**src/hdl/ece_pkg.sv**
```systemverilog
// Function
// newer protocol read stretches the bus access until the port read can end
// hold already low at strobe: read ends only after hold returns high
// hold high at newer read start: wait for low before direction or strobe
// newer read floats the byte bus, negates write direction, then strobes
// peripheral drives valid data, then raises hold to allow termination
// termination captures byte, negates strobe, answers bus with that byte
// after strobe negates peripheral floats bus and pulls hold low
// outside cycles the byte bus is a plain port steered by control register
// older protocol cycles over 10 us are aborted and set status bit 0
// software clears control bits 0,1,3 and sets direction per transfer
// older write waits while hold low, ends when high or on timeout
// older protocol direction bit high floats bus, low asserts write direction
// older write drives the byte, then asserts address or data strobe
// older write ends with bus answer, strobe negated, byte kept on bus
// older read waits while hold low, completes once hold is high
// older read ends with bus answer, then negates the active strobe
// peripheral interrupt passes through as active high, not inverted
// active low peripheral reset output returns peripheral to initial mode
// only write direction may be overridden by control register during cycles; the code's strobe bit also forces the byte bus driven
// peripheral raises hold when done, lowers it when ready for next
// address strobe for address cycles, data strobe for data, direction for writes
// address port at index 3, data ports 4 to 7, only in enhanced mode
// direction bit zero means output, one means input
// a watchdog abort still answers the pending bus access
// watchdog counts system clocks, restarts per cycle, compares to constant
package ece_pkg;
  localparam int unsigned ECE_CLK_NS = 10;
  localparam int unsigned ECE_TIMEOUT_NS = 10000;
  // longest time: rounds down
  localparam int unsigned ECE_TIMEOUT_CYC = ECE_TIMEOUT_NS / ECE_CLK_NS;
  localparam logic [3:0] ECE_IDX_DATA = 4'h0;
  localparam logic [3:0] ECE_IDX_STATUS = 4'h1;
  localparam logic [3:0] ECE_IDX_CTRL = 4'h2;
  localparam logic [3:0] ECE_IDX_EPP_ADDR = 4'h3;
  localparam logic [3:0] ECE_IDX_EPP_DATA0 = 4'h4;
  localparam logic [3:0] ECE_IDX_EPP_DATA3 = 4'h7;
  localparam logic [3:0] ECE_IDX_MODE = 4'h8;
  localparam int ECE_STAT_TMO_BIT = 0;
  localparam int ECE_STAT_BUSY_BIT = 1;
  localparam int ECE_CTRL_STB_BIT = 0;
  localparam int ECE_CTRL_AFD_BIT = 1;
  localparam int ECE_CTRL_INIT_BIT = 2;
  localparam int ECE_CTRL_SLIN_BIT = 3;
  localparam int ECE_CTRL_DIR_BIT = 5;
  localparam logic [5:0] ECE_CTRL_RST = 6'h00;
  localparam int ECE_MODE_EPP_BIT = 0;
  localparam int ECE_MODE_V19_BIT = 1;
  localparam logic [1:0] ECE_MODE_RST = 2'h0;
  localparam logic [7:0] ECE_BYTE_RST = 8'h00;
  typedef enum logic [2:0] {
    ECE_IDLE,
    ECE_PRE_WAIT,
    ECE_SETUP,
    ECE_STROBE,
    ECE_DONE
  } ece_state_e;
endpackage

```
**src/hdl/ece_wd_if.sv**
```systemverilog
`timescale 1ns/1ns
interface ece_wd_if;
  logic restart;
  logic run;
  logic expired;
  modport eng (output restart, output run, input expired);
  modport wd (input restart, input run, output expired);
endinterface

```
**src/hdl/ece_engine.sv**
```systemverilog
// Register access over APB and the register offsets were left to the implementer.
`timescale 1ns/1ns
module ece_engine
  import ece_pkg::*;
#(
  parameter int unsigned TIMEOUT_CYC = ECE_TIMEOUT_CYC
) (
  input wire logic pclk,
  input wire logic presetn,
  input wire logic [11:0] paddr,
  input wire logic psel,
  input wire logic penable,
  input wire logic pwrite,
  input wire logic [31:0] pwdata,
  output logic [31:0] prdata,
  output logic pready,
  output logic pslverr,
  input wire logic [7:0] port_byte_in,
  output logic [7:0] port_byte_out,
  output logic port_byte_drive,
  output logic write_direction_n,
  output logic data_cycle_strobe_n,
  output logic addr_cycle_strobe_n,
  input wire logic peripheral_hold_n,
  input wire logic peripheral_irq_in,
  output logic peripheral_irq_out,
  output logic peripheral_reset_n,
  output logic host_strobe_n,
  output logic autofeed_n,
  output logic select_in_n
);
  ece_wd_if wdi ();

  ece_watchdog #(
    .LIMIT(TIMEOUT_CYC)
  ) u_wd (
    .pclk(pclk),
    .presetn(presetn),
    .wd(wdi.wd)
  );

  function automatic logic [11:0] byte_addr(input logic [3:0] idx);
    return {6'h00, idx, 2'b00};
  endfunction

  function automatic logic is_epp_port(input logic [11:0] a);
    return a >= byte_addr(ECE_IDX_EPP_ADDR) && a <= byte_addr(ECE_IDX_EPP_DATA3) && a[1:0] == 2'b00;
  endfunction

  logic [1:0] hold_sync_q;
  logic [1:0] irq_sync_q;
  logic [7:0] byte_sync0_q;
  logic [7:0] byte_sync1_q;
  logic [5:0] ctrl_q;
  logic [1:0] mode_q;
  logic [7:0] spp_data_q;
  logic [7:0] epp_addr_q;
  logic [7:0] epp_data_q;
  logic [7:0] rd_byte_q;
  logic timeout_q;
  ece_state_e state_q;
  logic cyc_read_q;
  logic cyc_addr_q;
  logic [31:0] prdata_q;
  logic pready_q;
  logic pslverr_q;
  logic [7:0] port_byte_out_q;
  logic port_byte_drive_q;
  logic write_direction_n_q;
  logic data_cycle_strobe_n_q;
  logic addr_cycle_strobe_n_q;
  logic peripheral_irq_q;
  logic [2:0] ctl_pins_q;

  logic hold_s;
  logic access;
  logic epp_sel;
  logic start;
  logic busy;
  logic to_done;
  logic wr_done;
  logic v19;
  logic cyc_in;
  logic mapped;
  logic [31:0] reg_rdata;

  assign hold_s = hold_sync_q[1];
  assign v19 = mode_q[ECE_MODE_V19_BIT];
  assign access = psel && penable && !pready_q;
  // enhanced ports decode only in enhanced mode
  assign epp_sel = mode_q[ECE_MODE_EPP_BIT] && is_epp_port(paddr);
  assign start = access && epp_sel && state_q == ECE_IDLE;
  assign busy = state_q == ECE_PRE_WAIT || state_q == ECE_SETUP || state_q == ECE_STROBE;
  assign wr_done = psel && penable && pready_q && pwrite;
  // older protocol: direction bit picks the transfer direction on the pins
  assign cyc_in = v19 ? cyc_read_q : ctrl_q[ECE_CTRL_DIR_BIT];
  assign mapped = paddr[1:0] == 2'b00 && paddr <= byte_addr(ECE_IDX_MODE);

  // end only once hold is high, or on abort
  // a watchdog abort still closes the access
  always_comb begin
    to_done = 1'b0;
    if (state_q == ECE_STROBE) begin
      // hold only counts once the strobe is really out
      to_done = wdi.expired || (hold_s && !(data_cycle_strobe_n_q && addr_cycle_strobe_n_q));
    end else if (state_q == ECE_PRE_WAIT) begin
      to_done = hold_s && wdi.expired;
    end
  end

  always_comb begin
    reg_rdata = 32'h0000_0000;
    case (paddr)
      byte_addr(ECE_IDX_DATA): reg_rdata = {24'h00_0000, spp_data_q};
      byte_addr(ECE_IDX_STATUS): reg_rdata = {30'h0000_0000, busy, timeout_q};
      byte_addr(ECE_IDX_CTRL): reg_rdata = {26'h000_0000, ctrl_q};
      byte_addr(ECE_IDX_MODE): reg_rdata = {30'h0000_0000, mode_q};
      default: reg_rdata = 32'h0000_0000;
    endcase
  end

  // pin inputs pass two flops before use
  always_ff @(posedge pclk or negedge presetn) begin
    if (!presetn) begin
      hold_sync_q <= 2'b11;
      irq_sync_q <= 2'b00;
      byte_sync0_q <= ECE_BYTE_RST;
      byte_sync1_q <= ECE_BYTE_RST;
    end else begin
      hold_sync_q <= {hold_sync_q[0], peripheral_hold_n};
      irq_sync_q <= {irq_sync_q[0], peripheral_irq_in};
      byte_sync0_q <= port_byte_in;
      byte_sync1_q <= byte_sync0_q;
    end
  end

  // cycle sequencer
  always_ff @(posedge pclk or negedge presetn) begin
    if (!presetn) begin
      state_q <= ECE_IDLE;
      cyc_read_q <= 1'b0;
      cyc_addr_q <= 1'b0;
    end else begin
      case (state_q)
        ECE_IDLE: begin
          if (start) begin
            cyc_read_q <= !pwrite;
            cyc_addr_q <= paddr == byte_addr(ECE_IDX_EPP_ADDR);
            // newer protocol waits for hold low first
            state_q <= (v19 && hold_s) ? ECE_PRE_WAIT : ECE_SETUP;
          end
        end
        ECE_PRE_WAIT: begin
          if (!hold_s) begin
            state_q <= ECE_SETUP;
          end else if (to_done) begin
            state_q <= ECE_DONE;
          end
        end
        ECE_SETUP: state_q <= ECE_STROBE;
        ECE_STROBE: begin
          // access stays stretched until here
          if (to_done) begin
            state_q <= ECE_DONE;
          end
        end
        ECE_DONE: state_q <= ECE_IDLE;
        default: state_q <= ECE_IDLE;
      endcase
    end
  end

  assign wdi.restart = start;
  assign wdi.run = busy;

  // timeout flag, set wins over clear
  always_ff @(posedge pclk or negedge presetn) begin
    if (!presetn) begin
      timeout_q <= 1'b0;
    end else if (busy && wdi.expired) begin
      timeout_q <= 1'b1;
    end else if (wr_done && paddr == byte_addr(ECE_IDX_STATUS) && pwdata[ECE_STAT_TMO_BIT]) begin
      timeout_q <= 1'b0;
    end
  end

  // software presets control bits; writes land only on completion
  always_ff @(posedge pclk or negedge presetn) begin
    if (!presetn) begin
      ctrl_q <= ECE_CTRL_RST;
      mode_q <= ECE_MODE_RST;
    end else if (wr_done) begin
      if (paddr == byte_addr(ECE_IDX_CTRL)) begin
        ctrl_q <= pwdata[5:0];
      end
      if (paddr == byte_addr(ECE_IDX_MODE)) begin
        mode_q <= pwdata[1:0];
      end
    end
  end

  // address and data port registers hold the last write cycle's byte
  always_ff @(posedge pclk or negedge presetn) begin
    if (!presetn) begin
      epp_addr_q <= ECE_BYTE_RST;
      epp_data_q <= ECE_BYTE_RST;
      spp_data_q <= ECE_BYTE_RST;
    end else begin
      if (start && pwrite && paddr == byte_addr(ECE_IDX_EPP_ADDR)) begin
        epp_addr_q <= pwdata[7:0];
      end else if (start && pwrite) begin
        epp_data_q <= pwdata[7:0];
      end
      if (wr_done && paddr == byte_addr(ECE_IDX_DATA)) begin
        spp_data_q <= pwdata[7:0];
      end
    end
  end

  // capture byte bus at termination
  always_ff @(posedge pclk or negedge presetn) begin
    if (!presetn) begin
      rd_byte_q <= ECE_BYTE_RST;
    end else if (to_done && cyc_in) begin
      rd_byte_q <= byte_sync1_q;
    end
  end

  // bus answer: one cycle for plain registers, end of cycle for port ones
  always_ff @(posedge pclk or negedge presetn) begin
    if (!presetn) begin
      pready_q <= 1'b0;
      pslverr_q <= 1'b0;
      prdata_q <= 32'h0000_0000;
    end else begin
      pready_q <= (access && !epp_sel) || to_done;
      pslverr_q <= access && !epp_sel && !mapped;
      if (access && !epp_sel) begin
        prdata_q <= reg_rdata;
      end else if (to_done) begin
        // answer carries the captured byte
        prdata_q <= {24'h00_0000, cyc_in ? byte_sync1_q : 8'h00};
      end
    end
  end

  // strobe per cycle kind; R16 R14 negate on termination
  always_ff @(posedge pclk or negedge presetn) begin
    if (!presetn) begin
      data_cycle_strobe_n_q <= 1'b1;
      addr_cycle_strobe_n_q <= 1'b1;
    end else if (state_q == ECE_STROBE && data_cycle_strobe_n_q && addr_cycle_strobe_n_q && !to_done) begin
      data_cycle_strobe_n_q <= cyc_addr_q;
      addr_cycle_strobe_n_q <= !cyc_addr_q;
    end else if (state_q != ECE_STROBE || to_done) begin
      data_cycle_strobe_n_q <= 1'b1;
      addr_cycle_strobe_n_q <= 1'b1;
    end
  end

  // byte bus and write direction; bus set up one cycle before the strobe
  always_ff @(posedge pclk or negedge presetn) begin
    if (!presetn) begin
      port_byte_out_q <= ECE_BYTE_RST;
      port_byte_drive_q <= 1'b0;
      write_direction_n_q <= 1'b1;
    end else if (state_q == ECE_SETUP) begin
      // float for reads unless the control strobe bit is set, drive byte for writes
      port_byte_drive_q <= !cyc_in || ctrl_q[ECE_CTRL_STB_BIT];
      // control strobe bit forces write direction
      write_direction_n_q <= cyc_in && !ctrl_q[ECE_CTRL_STB_BIT];
      if (!cyc_read_q) begin
        port_byte_out_q <= cyc_addr_q ? epp_addr_q : epp_data_q;
      end
    end else if (!busy) begin
      // plain port: direction bit steers the bus
      port_byte_drive_q <= !ctrl_q[ECE_CTRL_DIR_BIT];
      // older protocol direction bit drives write direction
      write_direction_n_q <= !(mode_q[ECE_MODE_EPP_BIT] && !v19) || ctrl_q[ECE_CTRL_DIR_BIT];
      if (wr_done && paddr == byte_addr(ECE_IDX_DATA)) begin
        port_byte_out_q <= pwdata[7:0];
      end
    end
  end

  // interrupt pass-through and control pins
  always_ff @(posedge pclk or negedge presetn) begin
    if (!presetn) begin
      peripheral_irq_q <= 1'b0;
      ctl_pins_q <= 3'h7;
      peripheral_reset_n <= 1'b0;
    end else begin
      peripheral_irq_q <= irq_sync_q[1];
      ctl_pins_q <= ~{ctrl_q[ECE_CTRL_SLIN_BIT], ctrl_q[ECE_CTRL_AFD_BIT], ctrl_q[ECE_CTRL_STB_BIT]};
      peripheral_reset_n <= ctrl_q[ECE_CTRL_INIT_BIT];
    end
  end

  assign prdata = prdata_q;
  assign pready = pready_q;
  assign pslverr = pslverr_q;
  assign port_byte_out = port_byte_out_q;
  assign port_byte_drive = port_byte_drive_q;
  assign write_direction_n = write_direction_n_q;
  assign data_cycle_strobe_n = data_cycle_strobe_n_q;
  assign addr_cycle_strobe_n = addr_cycle_strobe_n_q;
  assign peripheral_irq_out = peripheral_irq_q;
  assign host_strobe_n = ctl_pins_q[0];
  assign autofeed_n = ctl_pins_q[1];
  assign select_in_n = ctl_pins_q[2];
endmodule // ece_engine

```
**src/hdl/ece_watchdog.sv**
```systemverilog
`timescale 1ns/1ns
module ece_watchdog
  import ece_pkg::*;
#(
  parameter int unsigned LIMIT = ECE_TIMEOUT_CYC
) (
  input wire logic pclk,
  input wire logic presetn,
  ece_wd_if.wd wd
);
  localparam int W = $clog2(LIMIT + 1);
  logic [W-1:0] cnt_q;
  logic expired_q;

  // restartable cycle counter
  always_ff @(posedge pclk or negedge presetn) begin
    if (!presetn) begin
      cnt_q <= '0;
    end else if (wd.restart) begin
      cnt_q <= '0;
    end else if (wd.run && cnt_q != W'(LIMIT)) begin
      cnt_q <= cnt_q + 1'b1;
    end
  end

  always_ff @(posedge pclk or negedge presetn) begin
    if (!presetn) begin
      expired_q <= 1'b0;
    end else begin
      expired_q <= wd.run && !wd.restart && cnt_q >= W'(LIMIT - 1);
    end
  end

  assign wd.expired = expired_q;
endmodule // ece_watchdog

```
**config.mk**
```make
export PLATFORM = sky130hd
export DESIGN_NAME = ece_engine
export DESIGN_NICKNAME = d
export VERILOG_FILES = /design/src/hdl/ece_pkg.sv /design/src/hdl/ece_wd_if.sv /design/src/hdl/ece_engine.sv /design/src/hdl/ece_watchdog.sv
export SDC_FILE = /design/constraint.sdc
export NUM_CORES = 1
export LEC_CHECK = 0
export BUFFER_PORTS_ARGS = -buffer_cell sky130_fd_sc_hd__buf_4
export CAP_MARGIN = 20
export CORE_MARGIN = 4
export CORE_UTILIZATION = 39
export DETAILED_ROUTE_END_ITERATION = 10
export MAX_ROUTING_LAYER = met4
export SKIP_LAST_GASP = 1
export SLEW_MARGIN = 30
export SYNTH_ARGS = -nofsm -noshare
export SYNTH_HDL_FRONTEND = slang
export SYNTH_SLANG_ARGS = --single-unit
```
**constraint.sdc**
```tcl
create_clock -name pclk -period 2.05 [get_ports pclk]
set_input_delay 0 -clock pclk [delete_from_list [all_inputs] [get_ports pclk]]
set_output_delay 0 -clock pclk [all_outputs]
set_load 0.1 [all_outputs]
```
Word level (Yosys, flattened, before mapping):

Cells that the tools add are included.

* bitwise gates (word level): 2
* muxes and demuxes: 28
* $add $sub $neg: 1
* reduce and logical (&&, ||, !) cells: 63
* shift-type cells: 0
* order comparisons: 4
* divide/modulo/power cells: 0
* equality and inequality tests: 12
* multipliers: 0

Operator list (count)
* two-way mux 32 bit: 2
* two-way mux 8 bit: 6
* one-hot mux 8 bit (4 select lines): 1
* logical AND 1 bit: 30
* == test 12 x 4 -> 1 bit, second input constant: 2
* two-way mux 10 bit: 2
* logical NOT 1 bit: 13
* == test 12 x 3 -> 1 bit, second input constant: 1
* == test 12 x 6 -> 1 bit, second input constant: 1
* >= comparator 12 x 4 -> 1 bit, second input constant: 1
* <= comparator 12 x 5 -> 1 bit, second input constant: 1
* <= comparator 12 x 6 -> 1 bit, second input constant: 1
* logical NOT 12 bit: 1
* two-way mux 1 bit: 12
* one-hot mux 3 bit (4 select lines): 1
* adder 10 x 1 -> 10 bit, second input constant: 1
* >= comparator 10 bit, second input constant: 1
* != test 10 bit, second input constant: 1
* nonzero test 2 bit: 5
* two-way mux 3 bit: 3
* AND reduction 2 bit: 4
* logical OR 1 bit: 7
* == test 3 x 2 -> 1 bit, second input constant: 2
* != test 2 bit, second input constant: 2
* 9 further kinds: 9

* bits in read-only memories: 0
* bits in latches: 0
* input bits: 59
* register bits: 120
* memory bits (writable): 0
* output and inout bits: 51
* memories: 0

Depth between registers and ports, before layout:

* depth after elaboration: 10
* gate-level depth with buffers: 7

Modules after synthesis:

A second synthesis with hierarchy kept.

* cell total of the unflattened synthesis: 368
* area, all modules: 4436.8 sq um

By module, submodules not included
* ece_engine: area each 3821.2 sq um, instances 1, sequential area each 2137.0 sq um, cells an instance 306
* ece_watchdog: area each 615.6 sq um, instances 1, sequential area each 275.3 sq um, cells an instance 62

Worst setup path after synthesis:

Ideal clock, no wire load.

* path type: register -> register
* start point: register pready_q (netlist: pready)
* end point: register epp_data_q[0]
* slack: -0.239 ns
* cell stages (with the launch flop): 5
* arrival: 2.164 ns
* cell sequence: dfrtp_1 > and3b_1 > nand2_1 > nor4b_4 > mux2_4

* word-level cells in the longest chain between the ends: 8

RTL lines
* start, declared: line ece_engine.sv:65 `logic pready_q;`
* start signal, assigned: line ece_engine.sv:236 `pready_q <= (access && !epp_sel) || to_done;`
* logical NOT 1 bit (*): line ece_engine.sv:89 `assign access = psel && penable && !pready_q;`
* logical AND 1 bit (*): line ece_engine.sv:89
* logical AND 1 bit (*) (2 in a row): line ece_engine.sv:92 `assign start = access && epp_sel && state_q == ECE_IDLE;`
* logical AND 1 bit (*): line ece_engine.sv:209, ece_engine.sv:211
* logical AND 1 bit: line ece_engine.sv:209 `if (start && pwrite && paddr == byte_addr(ECE_IDX_EPP_ADDR)) begin`
* inverter 1 bit (no source line)
* AND reduction 2 bit (no source line) (*)
* end signal, assigned: line ece_engine.sv:212 `epp_data_q <= pwdata[7:0];`
* end, declared: line ece_engine.sv:58 `logic [7:0] epp_data_q;`

Every way passes the cells marked *; elsewhere a longest branch is shown, timed or not.
A chain may end at the register's enable or synchronous reset.

Final worst setup path:

* start point: register pready_q (netlist: pready)
* end point: register epp_addr_q[7]

* word-level cells in the longest chain between the ends: 6

RTL lines
* logical NOT 1 bit: line ece_engine.sv:89
* logical AND 1 bit: line ece_engine.sv:89
* logical AND 1 bit (2 in a row): line ece_engine.sv:92
* logical AND 1 bit (2 in a row): line ece_engine.sv:209
* end signal, assigned: line ece_engine.sv:210 `epp_addr_q <= pwdata[7:0];`
* end, declared: line ece_engine.sv:57 `logic [7:0] epp_addr_q;`

No other way between the ends.

==> impl_metrics.json <==
{
  "nNetsFinal": 535,
  "first_pass_iters": 4,
  "gp_congestion": 0.797,
  "num_antenna_cells": 0,
  "placed_area_sq_um": 5090,
  "drive_above_1_share_pct": 31.5,
  "synth.ff_latch_count": 96,
  "ys_seq_area_share_pct": 54.1,
  "wire_per_inst_um": 15.1,
  "endpoint_kind": "register",
  "cts.sinks": 96,
  "startpoint_type": "register",
  "ys_warn_count": 0,
  "report.final.slew_viol_count": 0,
  "tritoncts": "done",
  "hold_viol": 0,
  "max_freq_mhz": 532,
  "h-tree-depth": 3,
  "io_pins": 110,
  "viasPerCell": 4.90,
  "cp.required_ns": 2.29,
  "final.setup.tns_ns": 0,
  "grt_first_pass_wirelength_mm": 15.4,
  "status": "finished, final reports clean",
  "clk_pin_slew_ns": 0.07,
  "slew_headroom_pct": 61.3,
  "holdWs_ns": 0.0522,
  "grt_max_degree": 63,
  "max_cap_violations": 0,
  "synthArstFlopShare_pct": 100,
  "arrival_ns": 2.12,
  "syn_avg_cell_area_sq_um": 11.7,
  "max-vdd-ir-drop_uv": 670,
  "drc": 0,
  "synth.distinct_cells": 54,
  "drtAntennaViolNets": 0,
  "syn_area_sq_um": 4460,
  "clockBufferDepth": 2,
  "fin_skew_ns": 0.00824,
  "dr_total_vias": 3034,
  "clock-root-buffer": "clkbuf_16",
  "fp.coreArea_sq_um": 11000,
  "cts-buffers-inserted": 9,
  "final-setup-viol-count": 0,
  "clk_latency_ns": 0.35,
  "worst_pin_slew_ns": 0.581,
  "dieArea_sq_um": 13200,
  "dp_worst_setup_slack_ns": 0.110,
  "final_cells": 619,
  "grt_pass1_vias": 3111,
  "post_cts_buffers": 0,
  "dp_hpwl_mm": 6.60,
  "synthFlopType": "dfrtp_1",
  "fin_crit_sh_pct": 91.7,
  "dp_cells": 582,
  "rows": 38,
  "p_total_mw": 3.99,
  "worstSetupPathType": "register to register",
  "area.growth.synth_to_final_pct": 25.7,
  "grt_setup_unrepaired": "no",
  "synth-edff-count": 0,
  "gr-total-overflow": 0,
  "fin_crit_ns": 1.88,
  "drt-total-wl_mm": 9.35,
  "die_x_um": 115,
  "finalInstanceArea_sq_um": 5600,
  "grt_antenna_before_repair": 0,
  "hp-class": "input port to register",
  "final_util_pct": 50.8,
  "drt-initial-drc-count": 130,
  "synth_cells": 380,
  "p_leak_nw": 2.56,
  "cp_max_fo": 8,
  "powerDensity_nw_per_um2": 713,
  "start_util_pct": 40.4,
  "fin_ws_ns": 0.170,
  "portBuffers": 61,
  "grt_use_total_pct": 15.5,
  "die_y_um": 115
}
-- final cells by class --
class                   instances  area, sq um
clock buffers                   9          225
clock inverters                 7         70.1
fillers                      1000         5430
inverters                      11         41.3
multi-input cells             257         1860
flip-flops and latches         96         2420
well taps                     140          175
repair buffers                 99          812
-- cells in the final DEF, fill, tap and decap left out, types with 8 or more instances in the layout --
cell type      Yosys  layout
buf_4             24      76
clkbuf_16          0       9
conb_1             1      24
dfrtp_1           88      87
dfstp_2            8       8
dlygate4sd3_1      0      21
inv_1             11      11
mux2_2            28      28
mux2_4             8       8
mux2i_1           20      20
nand2_1           31      30
nand3_1            9       9
nor2_1            17      17
nor2b_1           11      11
o21ai_0           17      17
o22ai_1           11      11
xnor2_1            8       8
-- registers in the layout, summed over array words and instances (netlist names), 2 cells and up --
signal	count
byte_sync1_q	8
port_byte_out	8
mode_q	2
byte_sync0_q	8
epp_addr_q	8
prdata	8
spp_data_q	8
ctl_pins_q	3
u_wd.cnt_q	10
ctrl_q	6
state_q	3
irq_sync_q	2
hold_sync_q	2
epp_data_q	8
-- worst paths after layout --
check / end / cells after the start / slack, ns / from
setup / recovery: epp_addr_q[7]$_DFFE_PN0P_ / 5 / 0.17 / pready$_DFF_PN0_
hold / removal: prdata[1]$_DFFE_PN0P_ / 3 / 0.05 / paddr[4]
setup reg to reg: epp_addr_q[7]$_DFFE_PN0P_ / 5 / 0.17 / pready$_DFF_PN0_
hold reg to reg: irq_sync_q[1]$_DFF_PN0_ / 0 / 0.35 / irq_sync_q[0]$_DFF_PN0_
max in group asynchronous: ctl_pins_q[0]$_DFF_PN1_ / 3 / 1.19 / presetn
min in group asynchronous: byte_sync0_q[1]$_DFF_PN0_ / 2 / 0.14 / presetn
-- metal layers --
metal	part of all wire (%)	wire, um	vias to the layer above	global-route usage, %
met2	45	4170	76	23.0
li1	-	-	1480	-
met3	6.0	557	11	4.68
met4	1.5	138	0	5.40
met5	0	0	-	-
met1	48	4480	1467	20.3
-- cell usage after synthesis (9+ instances only) --
cell	instances	area (sq um)
dfrtp_1	88	2200
nand2_1	31	116
mux2_2	28	315
buf_4	24	180
mux2i_1	20	200
nor2_1	17	63.8
o21ai_0	17	85.1
inv_1	11	41.3
nor2b_1	11	68.8
o22ai_1	11	68.8
clkbuf_1	9	33.8
nand3_1	9	45.0
-- worst max-delay path, stage by stage (launching register included) --
cell     delay (ns)
dfrtp_4        0.49
and3b_2        0.31
nand4_1        0.19
nor4_4         0.26
buf_6          0.18
mux2_2         0.34
-- power by group --
group | switching [mW] | internal, mW | total (mW)
clock network | 0.795 | 0.859 | 1.65
registers | 0.00722 | 1.92 | 1.93
logic | 0.316 | 0.0972 | 0.413
total | 1.12 | 2.87 | 3.99
-- kinds of logic (layout without fill, tap and decap cells) --
family                   Yosys count  count (layout)  synth area share, %
other                              1              24               0.0841
XOR/XNOR                           8               8                 1.57
buffers and inverters             50             126                 6.37
AND/OR/NAND/NOR                  113             113                 15.0
flip-flops                        96              96                 54.1
multiplexers                      57              57                 14.5
AO/OA/AOI/OAI                     52              52                 7.55
adder cells (fa/ha/maj)            3               3                0.786
-- what timing repair did --
item / 4_1_cts / 5_1_grt
gates resized for setup: 0 / 2
hold buffers: 21 / 0
endpoints found under the hold margin: 79 / 0
endpoints found under the setup margin: 0 / 8
No activity file was read; power rests on OpenSTA's default activity.
